==> src/cstl_pkg.sv <==
// Purpose: constants and carriers for the quadrant memory tuning and layer limit registers
// Assumes: 32-bit register port, word offsets as byte addresses
// Notes: shared by the design and the bench
`default_nettype none
package cstl_pkg;
	localparam int ADDR_W = 8;
	localparam logic [7:0] MEM_TUNING_OFS = 8'h04;
	localparam logic [7:0] LAST_LAYER_OFS = 8'h08;
	localparam logic [7:0] RUN_CTRL_OFS = 8'h0c;
	localparam int READ_ASSIST_LSB = 6;
	localparam int MARGIN_LSB = 2;
	localparam int MARGIN_OVERRIDE_BIT = 1;
	localparam int EXT_ACCESS_BIT = 0;
	localparam int SLEEP_BIT = 15;
	localparam int MARGIN_SELECT_BIT = 1;
	localparam int RUN_ENABLE_BIT = 0;
	localparam logic [1:0] READ_ASSIST_RST = 2'h0;
	localparam logic [3:0] MARGIN_RST = 4'h3;
	localparam logic [3:0] MARGIN_FASTEST = 4'h3;
	localparam logic MARGIN_OVERRIDE_RST = 1'b1;
	localparam logic EXT_ACCESS_RST = 1'b0;
	localparam logic SLEEP_RST = 1'b0;
	localparam logic [4:0] LAST_LAYER_RST = 5'h00;

	typedef struct packed {
		logic sleep;
		logic [1:0] readAssist;
		logic [3:0] margin;
		logic marginOverride;
		logic extAccess;
	} cstl_mem_cfg_t;

	typedef struct packed {
		logic [ADDR_W-1:0] addr;
		logic [31:0] wdata;
		logic wr;
		logic rd;
	} cstl_bus_req_t;
endpackage
`default_nettype wire

==> src/cstl_regs.sv <==
// Purpose: memory tuning control and last layer limit registers of one quadrant
// Assumes: single clock, synchronous reset, read data one cycle after read strobe
// Notes: run control register at 0x0c holds run enable and margin select
// Contract
// - Two-bit read assist at 7:6, reset 0
// - Four-bit margin at 5:2, reset 0011
// - Margin ignored unless margin select is on
// - Override bit 1 resets 1, chooses register timing
// - Extended access bit 0 forces maximum time; here only stored and passed out on memCfg
// - Five-bit last layer index at 4:0
// - Sleep bit 15 retains, blocks, zeroes outputs; here only stored and passed out on memCfg
//
// Our own choice: the address-and-strobe port.
`default_nettype none
module cstl_regs (
	// Clock and reset
	input wire logic sys_clk,
	input wire logic srst,
	// Register port
	input wire cstl_pkg::cstl_bus_req_t busReq,
	output logic [31:0] rdData,
	// Memory macros
	output cstl_pkg::cstl_mem_cfg_t memCfg,
	output logic useRegTiming,
	output logic [3:0] effMargin,
	// Layer sequencer
	output logic runEnable,
	output logic [4:0] lastLayer,
	output logic lastLayerWriteIgnored
);

	////////////////////////////////////////////////////////////////////
	// Decode
	// One compare shared by write decode and read mux
	function automatic logic addrHit(
		input logic [cstl_pkg::ADDR_W-1:0] addr,
		input logic [cstl_pkg::ADDR_W-1:0] ofs
	);
		return addr == ofs;
	endfunction

	wire hitTuning = addrHit(busReq.addr, cstl_pkg::MEM_TUNING_OFS);
	wire hitLayer = addrHit(busReq.addr, cstl_pkg::LAST_LAYER_OFS);
	wire hitRun = addrHit(busReq.addr, cstl_pkg::RUN_CTRL_OFS);

	// Write enables
	wire wrTuning = busReq.wr && hitTuning;
	wire wrLayer = busReq.wr && hitLayer;
	wire wrRun = busReq.wr && hitRun;

	////////////////////////////////////////////////////////////////////
	// Elaboration checks
	// Offsets up to 0x0c need four address bits
	if (cstl_pkg::ADDR_W < 4) begin : g_addrTooNarrow
		$error("register port address too narrow for the offset map");
	end
	// Every field must sit inside the 32-bit data word
	if (cstl_pkg::SLEEP_BIT > 31) begin : g_sleepOutside
		$error("sleep bit outside the data word");
	end
	if (cstl_pkg::READ_ASSIST_LSB + 2 > 32) begin : g_assistOutside
		$error("read assist field outside the data word");
	end
	if (cstl_pkg::MARGIN_LSB + 4 > 32) begin : g_marginOutside
		$error("margin field outside the data word");
	end
	// Reset margin must not land on a reserved code
	if (cstl_pkg::MARGIN_RST > cstl_pkg::MARGIN_FASTEST) begin : g_marginRstReserved
		$error("margin reset value is a reserved code");
	end
	// Fastest code is the fallback timing, so it must be legal too
	if (cstl_pkg::MARGIN_FASTEST > 4'h3) begin : g_fastestReserved
		$error("fallback margin is a reserved code");
	end
	// Run control bits, or the override and extended access bits, would alias each other
	if (cstl_pkg::RUN_ENABLE_BIT == cstl_pkg::MARGIN_SELECT_BIT) begin : g_runBitsClash
		$error("run enable and margin select share a bit");
	end
	if (cstl_pkg::MARGIN_OVERRIDE_BIT == cstl_pkg::EXT_ACCESS_BIT) begin : g_tuneBitsClash
		$error("override and extended access share a bit");
	end

	////////////////////////////////////////////////////////////////////
	// State
	logic [1:0] readAssist_reg;
	logic [1:0] readAssist_next;
	logic [3:0] margin_reg;
	logic [3:0] margin_next;
	logic override_reg;
	logic override_next;
	logic extAccess_reg;
	logic extAccess_next;
	logic sleep_reg;
	logic sleep_next;
	logic [4:0] lastLayer_reg;
	logic [4:0] lastLayer_next;
	logic runEnable_reg;
	logic runEnable_next;
	logic marginSelect_reg;
	logic marginSelect_next;
	logic ignored_reg;
	logic ignored_next;
	logic [31:0] rdData_reg;
	logic [31:0] rdData_next;

	////////////////////////////////////////////////////////////////////
	// Write data fields
	wire [1:0] wdAssist = busReq.wdata[cstl_pkg::READ_ASSIST_LSB +: 2];
	wire [3:0] wdMargin = busReq.wdata[cstl_pkg::MARGIN_LSB +: 4];
	wire wdOverride = busReq.wdata[cstl_pkg::MARGIN_OVERRIDE_BIT];
	wire wdExtAccess = busReq.wdata[cstl_pkg::EXT_ACCESS_BIT];
	wire wdSleep = busReq.wdata[cstl_pkg::SLEEP_BIT];
	wire [4:0] wdLayer = busReq.wdata[4:0];
	wire wdRunEnable = busReq.wdata[cstl_pkg::RUN_ENABLE_BIT];
	wire wdMarginSelect = busReq.wdata[cstl_pkg::MARGIN_SELECT_BIT];

	// Index frozen while running, so the sequencer never sees a moving limit
	wire layerWriteOk = wrLayer && !runEnable_reg;
	wire layerWriteBusy = wrLayer && runEnable_reg;

	////////////////////////////////////////////////////////////////////
	// Next values
	assign readAssist_next = wrTuning ? wdAssist : readAssist_reg;
	assign margin_next = wrTuning ? wdMargin : margin_reg;
	assign override_next = wrTuning ? wdOverride : override_reg;
	assign extAccess_next = wrTuning ? wdExtAccess : extAccess_reg;
	assign sleep_next = wrTuning ? wdSleep : sleep_reg;
	assign lastLayer_next = layerWriteOk ? wdLayer : lastLayer_reg;
	assign runEnable_next = wrRun ? wdRunEnable : runEnable_reg;
	assign marginSelect_next = wrRun ? wdMarginSelect : marginSelect_reg;
	// Sticky until the next layer write that lands
	assign ignored_next = layerWriteBusy ? 1'b1 : layerWriteOk ? 1'b0 : ignored_reg;

	////////////////////////////////////////////////////////////////////
	// Memory tuning registers
	// Read assist level
	always_ff @(posedge sys_clk) begin
		if (srst) begin
			readAssist_reg <= cstl_pkg::READ_ASSIST_RST;
		end else begin
			readAssist_reg <= readAssist_next;
		end
	end

	// Margin code, reserved codes stored as written
	always_ff @(posedge sys_clk) begin
		if (srst) begin
			margin_reg <= cstl_pkg::MARGIN_RST;
		end else begin
			margin_reg <= margin_next;
		end
	end

	// Register timing override
	always_ff @(posedge sys_clk) begin
		if (srst) begin
			override_reg <= cstl_pkg::MARGIN_OVERRIDE_RST;
		end else begin
			override_reg <= override_next;
		end
	end

	// Extended access
	always_ff @(posedge sys_clk) begin
		if (srst) begin
			extAccess_reg <= cstl_pkg::EXT_ACCESS_RST;
		end else begin
			extAccess_reg <= extAccess_next;
		end
	end

	// Deep sleep
	always_ff @(posedge sys_clk) begin
		if (srst) begin
			sleep_reg <= cstl_pkg::SLEEP_RST;
		end else begin
			sleep_reg <= sleep_next;
		end
	end

	////////////////////////////////////////////////////////////////////
	// Layer limit registers
	// Last layer index
	always_ff @(posedge sys_clk) begin
		if (srst) begin
			lastLayer_reg <= cstl_pkg::LAST_LAYER_RST;
		end else begin
			lastLayer_reg <= lastLayer_next;
		end
	end

	// Refused write flag
	always_ff @(posedge sys_clk) begin
		if (srst) begin
			ignored_reg <= 1'b0;
		end else begin
			ignored_reg <= ignored_next;
		end
	end

	////////////////////////////////////////////////////////////////////
	// Run control registers
	// Run enable
	always_ff @(posedge sys_clk) begin
		if (srst) begin
			runEnable_reg <= 1'b0;
		end else begin
			runEnable_reg <= runEnable_next;
		end
	end

	// Margin select
	always_ff @(posedge sys_clk) begin
		if (srst) begin
			marginSelect_reg <= 1'b0;
		end else begin
			marginSelect_reg <= marginSelect_next;
		end
	end

	////////////////////////////////////////////////////////////////////
	// Read data register
	always_ff @(posedge sys_clk) begin
		if (srst) begin
			rdData_reg <= 32'h00000000;
		end else begin
			rdData_reg <= rdData_next;
		end
	end

	////////////////////////////////////////////////////////////////////
	// Read back
	function automatic logic [31:0] packTuning(input cstl_pkg::cstl_mem_cfg_t cfg);
		logic [31:0] word;
		word = 32'h00000000;
		word[cstl_pkg::SLEEP_BIT] = cfg.sleep;
		word[cstl_pkg::READ_ASSIST_LSB +: 2] = cfg.readAssist;
		word[cstl_pkg::MARGIN_LSB +: 4] = cfg.margin;
		word[cstl_pkg::MARGIN_OVERRIDE_BIT] = cfg.marginOverride;
		word[cstl_pkg::EXT_ACCESS_BIT] = cfg.extAccess;
		return word;
	endfunction

	function automatic logic [31:0] packLayer(input logic [4:0] layer);
		logic [31:0] word;
		word = 32'h00000000;
		word[4:0] = layer;
		return word;
	endfunction

	function automatic logic [31:0] packRun(input logic runOn, input logic selectOn);
		logic [31:0] word;
		word = 32'h00000000;
		word[cstl_pkg::RUN_ENABLE_BIT] = runOn;
		word[cstl_pkg::MARGIN_SELECT_BIT] = selectOn;
		return word;
	endfunction

	wire cstl_pkg::cstl_mem_cfg_t storedCfg;
	assign storedCfg.sleep = sleep_reg;
	assign storedCfg.readAssist = readAssist_reg;
	assign storedCfg.margin = margin_reg;
	assign storedCfg.marginOverride = override_reg;
	assign storedCfg.extAccess = extAccess_reg;

	localparam int NUM_WORDS = 3;
	wire [cstl_pkg::ADDR_W-1:0] wordOfs [NUM_WORDS];
	wire [31:0] wordVal [NUM_WORDS];
	wire [31:0] wordSel [NUM_WORDS];
	wire [31:0] rdMux;

	assign wordOfs[0] = cstl_pkg::MEM_TUNING_OFS;
	assign wordOfs[1] = cstl_pkg::LAST_LAYER_OFS;
	assign wordOfs[2] = cstl_pkg::RUN_CTRL_OFS;
	assign wordVal[0] = packTuning(storedCfg);
	assign wordVal[1] = packLayer(lastLayer_reg);
	assign wordVal[2] = packRun(runEnable_reg, marginSelect_reg);

	// Unmapped offsets miss every slot and read zero
	for (genvar gi = 0; gi < NUM_WORDS; gi++) begin : g_rdSlot
		assign wordSel[gi] = addrHit(busReq.addr, wordOfs[gi]) ? wordVal[gi] : 32'h00000000;
	end
	assign rdMux = wordSel[0] | wordSel[1] | wordSel[2];
	// Data only in the cycle after a read strobe, zero otherwise
	assign rdData_next = busReq.rd ? rdMux : 32'h00000000;

	////////////////////////////////////////////////////////////////////
	// Outputs
	// Margin reaches the macros only when selected and override is set; else fastest code
	wire marginActive = marginSelect_reg && override_reg;
	assign effMargin = marginActive ? margin_reg : cstl_pkg::MARGIN_FASTEST;
	assign useRegTiming = override_reg;
	// Sleep is stored here; blocking and zeroing belong to the macros
	assign memCfg = storedCfg;
	assign runEnable = runEnable_reg;
	assign lastLayer = lastLayer_reg;
	assign lastLayerWriteIgnored = ignored_reg;
	assign rdData = rdData_reg;

endmodule
`default_nettype wire

==> config.mk <==
export PLATFORM = sky130hd
export DESIGN_NAME = cstl_regs
export DESIGN_NICKNAME = d
export VERILOG_FILES = /design/src/cstl_pkg.sv /design/src/cstl_regs.sv
export SDC_FILE = /design/constraint.sdc
export NUM_CORES = 1
export LEC_CHECK = 0
export ABC_AREA = 0
export BUFFER_PORTS_ARGS = -buffer_cell sky130_fd_sc_hd__buf_2
export CAP_MARGIN = 0
export CELL_PAD_IN_SITES_DETAIL_PLACEMENT = 1
export CELL_PAD_IN_SITES_GLOBAL_PLACEMENT = 2
export CORE_ASPECT_RATIO = 0.7
export CORE_UTILIZATION = 21
export CTS_CLUSTER_SIZE = 25
export DETAILED_ROUTE_END_ITERATION = 10
export MAX_ROUTING_LAYER = met4
export PLACE_DENSITY_LB_ADDON = 0.1
export SLEW_MARGIN = 20
export SYNTH_ARGS = -nofsm -noshare
export SYNTH_HDL_FRONTEND = slang
export SYNTH_SLANG_ARGS = --single-unit
==> constraint.sdc <==
create_clock -name sys_clk -period 2 [get_ports sys_clk]
set_clock_uncertainty 0.1 [all_clocks]
set_input_delay 0.4 -clock sys_clk [delete_from_list [all_inputs] [get_ports sys_clk]]
set_output_delay 0.4 -clock sys_clk [all_outputs]
set_load 0.1 [all_outputs]
==> summary.txt, run 1 <==
Detailed routing
  • Routed vias/inst: 3.96
  • Initial DRC count: 13
  • DRT Wirelength: 3430 um
  • DR pass1 iterations: 3
  • Wirelength per Cell: 12.9 um
  • Remaining DRCs: 0
  • Antenna Nets Post-Route: 0
  • Vias: 1,049

STA
  • Crit path time final: 1.87 ns
  • Endpoints failing hold: 0
  • Fmax: 536 MHz
  • Final setup violation count: 0
  • Setup ws final: 0.135 ns
  • Final setup TNS: 0 ns
  • Slew Viols, Final: 0
  • Worst Hold Slack: 0.292 ns
  • RSZ-0062 raised after global routing: false
  • Final worst path period share: 93.3%

Clock network
  • Cts repair resizes: 0
  • CTS Buf Count: 3
  • Setup bufs post-CTS: 0
  • Hold buffer count at cts: 0
  • Clk root buf: clkbuf_8
  • Reg clk slew, reported paths: 0.09 ns
  • Worst skew pair latency: 0.27 ns
  • CTS max path bufs: 2
  • CTS H-Tree Depth: 1
  • Clock Sinks: 26
  • TritonCTS clock tree: done

Die
  • Die ar.: 6690 sq um
  • Die W: 97.3 um
  • IO Count: 97
  • Core ar.: 5930 sq um
  • Cell Rows: 23
  • Die height: 68.7 um
  • Starting density of the core: 22.5%

Final layout
  • Syn-to-layout area delta: 23.9%
  • Final nets: 235
  • Most frequent cells in the layout: buf_2, conb_1, dfxtp_1
  • ANT cells: 0
  • Commonest non-fill, non-tap cell in the layout: buf_2
  • Layout cells sized above 1: 37.9%
  • Final design utilization: 27.9%
  • Design Area, Final: 1650 sq um
  • Largest register FFs: 9

Logic synthesis
  • Post-Syn Instances: 139
  • Syn Area/Cell: 9.60 sq um
  • Post-synthesis register bit count: 26
  • Post-Syn Area: 1340 sq um
  • YS warnings: 0
  • Number of distinct library cells after synthesis: 25
  • Sequential share of the synthesized area: 39.0%

Critical path
  • CP Launch Type: flop
  • Worst EP arrival: 1.37 ns
  • CP Class: reg2out
  • Critical Path, Cell by Cell: and3_2 -> buf_2
  • Required @ worst endpoint: 1.50 ns
  • Slowest cell on the critical path: dfxtp_1
  • Worst Path Max Fanout: 6
  • Max stage delay on crit path: 0.46 ns
  • Worst Setup End Kind: output port

Place
  • Pre-CTS setup slack: 0.104 ns
  • Port Buffers: 50
  • Placed cell area: 1600 sq um
  • RD Place Congestion: 0.705

Job
  • Max-cap violations: 0

GRT
  • Gr usage total: 10.7%
  • Vias in the first global route: 1,006
  • First-pass GRT wire length: 5280 um
  • Largest net degree at the start of global routing: 32
  • GRT Residual Overflow: 0
  • Initial antenna violation count: 0

Power and ir drop
  • VDD IR-drop max: 0.000217 V
  • Pwr dens: 676 nW/um^2
  • Leak Pwr: 0.769 nW

Outcome
  • Status: completed

Min path
  • Hold WC Path Type: in2reg
[metal layers]
metal | track usage [%] | part of all wire, % | up-vias
met5 | - | 0 | -
met4 | 3.86 | 1.3 | 0
met3 | 3.83 | 6.9 | 5
met2 | 15.9 | 44 | 43
met1 | 13.6 | 48 | 478
li1 | - | - | 523
[logic make-up (layout without fill, tap and decap cells)]
| kind of cell | after synthesis | count (layout) | synth area share, % |
|---|---|---|---|
| other cells | 1 | 23 | 0.281 |
| mux | 18 | 18 | 13.7 |
| simple gates | 56 | 56 | 26.9 |
| flops | 26 | 26 | 39.0 |
| buf+inv | 31 | 60 | 16.4 |
| compound gates | 7 | 7 | 3.75 |
[per-stage QoR]
step           total power [mW]  std cells
4_1_cts                    1.14        265
3_5_place_dp              0.790        261
5_1_grt                    1.18        265
6_report                   1.12        265
2_1_floorplan             0.788        161
3_3_place_gp              0.789        261
[power breakdown]
part / internal [mW] / switching [mW] / leakage, nW
clock: 0.176 / 0.164 / 0.0288
combinational: 0.0352 / 0.226 / 0.531
sequential: 0.516 / 0.000458 / 0.209
[cell usage after synthesis, drive strengths merged]
cell / instances / area share (%)
mux2i: 16 / 12
and3: 7 / 3.3
o31ai: 1 / 0.56
nand4b: 1 / 0.66
nand3: 1 / 0.37
nor3b: 1 / 0.56
buf: 28 / 16
a22oi: 5 / 2.8
or4: 1 / 0.84
nand4: 2 / 0.94
nand3b: 2 / 1.1
nand2b: 17 / 8.0
nor2b: 2 / 0.94
and4b: 1 / 0.75
clkbuf: 3 / 0.84
or3b: 1 / 0.66
a21oi: 1 / 0.37
dfxtp: 26 / 39
or2b: 6 / 3.4
conb: 1 / 0.28
nor2: 12 / 3.4
mux2: 2 / 1.7
nor4: 2 / 2.1
[final timing paths]
path	from	end	slack, ns	depth (start not counted)
setup reg to reg	runEnable	lastLayer[1]	0.79	3
hold / removal	busReq[7]	margin_reg[3]	0.29	3
setup / recovery	marginSelect_reg	effMargin[3]	0.13	2
hold reg to reg	lastLayerWriteIgnored	lastLayerWriteIgnored	0.38	2
[area by class of cell]
type	count	area, sq um
timing repair buffer	56	295
clock buffer	4	55.1
fill	732	4270
multi-input combinational	104	681
sequential	26	529
tap	75	93.8
[worst max-delay path: cells and delay by family, from the launching register on]
kind / cells / cell delay [ns]
and+or+nand+nor: 1 / 0.22
DFF: 1 / 0.46
buffers and inverters: 1 / 0.41
No activity file was read; power rests on OpenSTA's default activity.
==> inputs of run 2 (changes only) <==
--- a/config.mk
+++ b/config.mk
@@ -9,12 +9,10 @@
 export BUFFER_PORTS_ARGS = -buffer_cell sky130_fd_sc_hd__buf_2
 export CAP_MARGIN = 0
-export CELL_PAD_IN_SITES_DETAIL_PLACEMENT = 1
-export CELL_PAD_IN_SITES_GLOBAL_PLACEMENT = 2
 export CORE_ASPECT_RATIO = 0.7
-export CORE_UTILIZATION = 21
+export CORE_UTILIZATION = 40
 export CTS_CLUSTER_SIZE = 25
 export DETAILED_ROUTE_END_ITERATION = 10
 export MAX_ROUTING_LAYER = met4
-export PLACE_DENSITY_LB_ADDON = 0.1
+export PLACE_DENSITY = 0.79
 export SLEW_MARGIN = 20
 export SYNTH_ARGS = -nofsm -noshare
--- a/constraint.sdc
+++ b/constraint.sdc
@@ -3,3 +3,3 @@
 set_input_delay 0.4 -clock sys_clk [delete_from_list [all_inputs] [get_ports sys_clk]]
 set_output_delay 0.4 -clock sys_clk [all_outputs]
-set_load 0.1 [all_outputs]
+set_load 0.05 [all_outputs]
==> run 2 against run 1 <==
Net effect: the flow now finishes with violations (DRC); core utilization increased by 22 points; setup slack better by 0.16 ns; sequential share of layout area grew 0.91 points; combinational power down 39%; non-clock buffer count fell by 2; power shrank 10%; global-route usage grew 4.4 points; worst hold slack worse by 0.0058 ns; wire length fell by 27%; critical path type unchanged.
==> summary.txt, run 2 (synthesis gave the netlist of run 1 again) <==
Place
  • Inst Count DP: 222
  • Placed cell area: 1530 sq um
  • RD Place Congestion: 0.738
  • HPWL after detailed placement: 2020 um
  • Port Buffers: 50
  • Pre-CTS setup slack: 0.119 ns

GRT
  • Initial antenna violation count: 0
  • First-pass GRT wire length: 4010 um
  • Largest net degree at the start of global routing: 32
  • GRT Residual Overflow: 0
  • Gr usage total: 15.1%
  • Vias in the first global route: 869

Final layout
  • ANT cells: 0
  • Design Area, Final: 1580 sq um
  • Largest register FFs: 9
  • Syn-to-layout area delta: 18.5%
  • Commonest non-fill, non-tap cell in the layout: buf_2
  • Non-Filler Instances: 226
  • Final nets: 233
  • Most frequent cells in the layout: buf_2, dfxtp_1, conb_1
  • Layout cells sized above 1: 33.5%
  • Number of fill cells: 289

Clock network
  • Hold buffer count at cts: 0
  • Cts repair resizes: 0
  • CTS max path bufs: 2
  • Worst skew pair latency: 0.26 ns
  • Setup bufs post-CTS: 0
  • Reg clk slew, reported paths: 0.08 ns
  • CTS Buf Count: 3
  • Clock Sinks: 26
  • CTS H-Tree Depth: 1
  • Clk root buf: clkbuf_8
  • TritonCTS clock tree: done

STA
  • Final worst path period share: 85.4%
  • Slew Viols, Final: 0
  • Crit path time final: 1.71 ns
  • Final setup violation count: 0
  • Fmax: 586 MHz
  • Endpoints failing hold: 0
  • RSZ-0062 raised after global routing: false
  • Final setup TNS: 0 ns
  • Setup ws final: 0.292 ns

Min path
  • Hold WC Path Type: in2reg
  • Hold_sp: busReq[17]

Die
  • Cell Rows: 17
  • IO Count: 97
  • Die ar.: 3580 sq um
  • Die height: 50.3 um
  • Die W: 71.1 um
  • Core ar.: 3170 sq um
  • Starting density of the core: 42.1%

Critical path
  • Worst Path Max Fanout: 8
  • CP Class: reg2out
  • Launch point of the worst reg-to-reg path: runEnable
  • Worst Setup End Kind: output port
  • Required @ worst endpoint: 1.50 ns
  • CP Launch Type: flop
  • Critical path startpoint: useRegTiming
  • Worst EP arrival: 1.21 ns

Power and ir drop
  • Leak Pwr: 0.760 nW
  • Total power: 1.01 mW
  • Pwr dens: 636 nW/um^2
  • VDD IR-drop max: 0.000212 V

Detailed routing
  • Wirelength per Cell: 11.1 um
  • WL met2: 1010 um
  • Remaining DRCs: 3
  • Vias: 1,019
  • DRT Wirelength: 2520 um
  • Met3 WL: 214 um
  • Antenna Nets Post-Route: 0
  • Initial DRC count: 58
  • Highest routed metal layer: met4
  • Routed vias/inst: 4.51
  • DR pass1 iterations: 10
  • Wire length on met1: 1290 um

Outcome
  • Status: finished, violations left
  • Failing checks: DRC

Job
  • Max-cap violations: 0
## run 2: cell count changes in the layout (fill, tap and decap cells not counted)
| cell | before | now |
|---|---|---|
| dfxtp_1 | 21 | 26 |
| dfxtp_2 | 4 | 0 |
| and3_1 | 5 | 7 |
| and3_2 | 2 | 0 |
| buf_4 | 6 | 4 |
| dfxtp_4 | 1 | 0 |
## run 2: cell type report
cell class | count | area, sq um | share of cell area (%)
clock buffer | 4 | 55.1 | 3.48
multi-input combinational | 104 | 678 | 42.9
sequential | 26 | 520 | 32.9
tap | 38 | 47.5 | 3.01
timing repair buffer | 54 | 280 | 17.7
## run 2: final timing paths
path,to,slack [ns],depth (start not counted)
max reg2reg,lastLayer[1],0.78,3
max,effMargin[3],0.29,2
min,sleep_reg,0.29,3
min reg2reg,readAssist_reg[1],0.39,2
## run 2: routing by layer
layer / vias to the layer above / global-route usage [%]
li1: 524 / -
met1: 454 / 21.9
met2: 39 / 19.6
met3: 2 / 5.82
met4: 0 / 3.00
met5: - / -
## run 2: worst max-delay path: stages, from the launching register on
cell and delay (ns):
dfxtp_1 0.48, and3_1 0.21, buf_2 0.26
## run 2: stage by stage
stage / utilization [%] / hold WS [ns]
global placement: 48.2 / 0.358
CTS: 49.9 / 0.283
detailed placement: 48.2 / 0.380
global route: 49.9 / 0.295
finish: 49.9 / 0.286
floorplan: - / 0.358
## run 2: power by group
group	switching, mW	total (mW)	internal [mW]
Sequential	0.000418	0.518	0.517
Clock	0.151	0.327	0.176
Combinational	0.128	0.161	0.0330
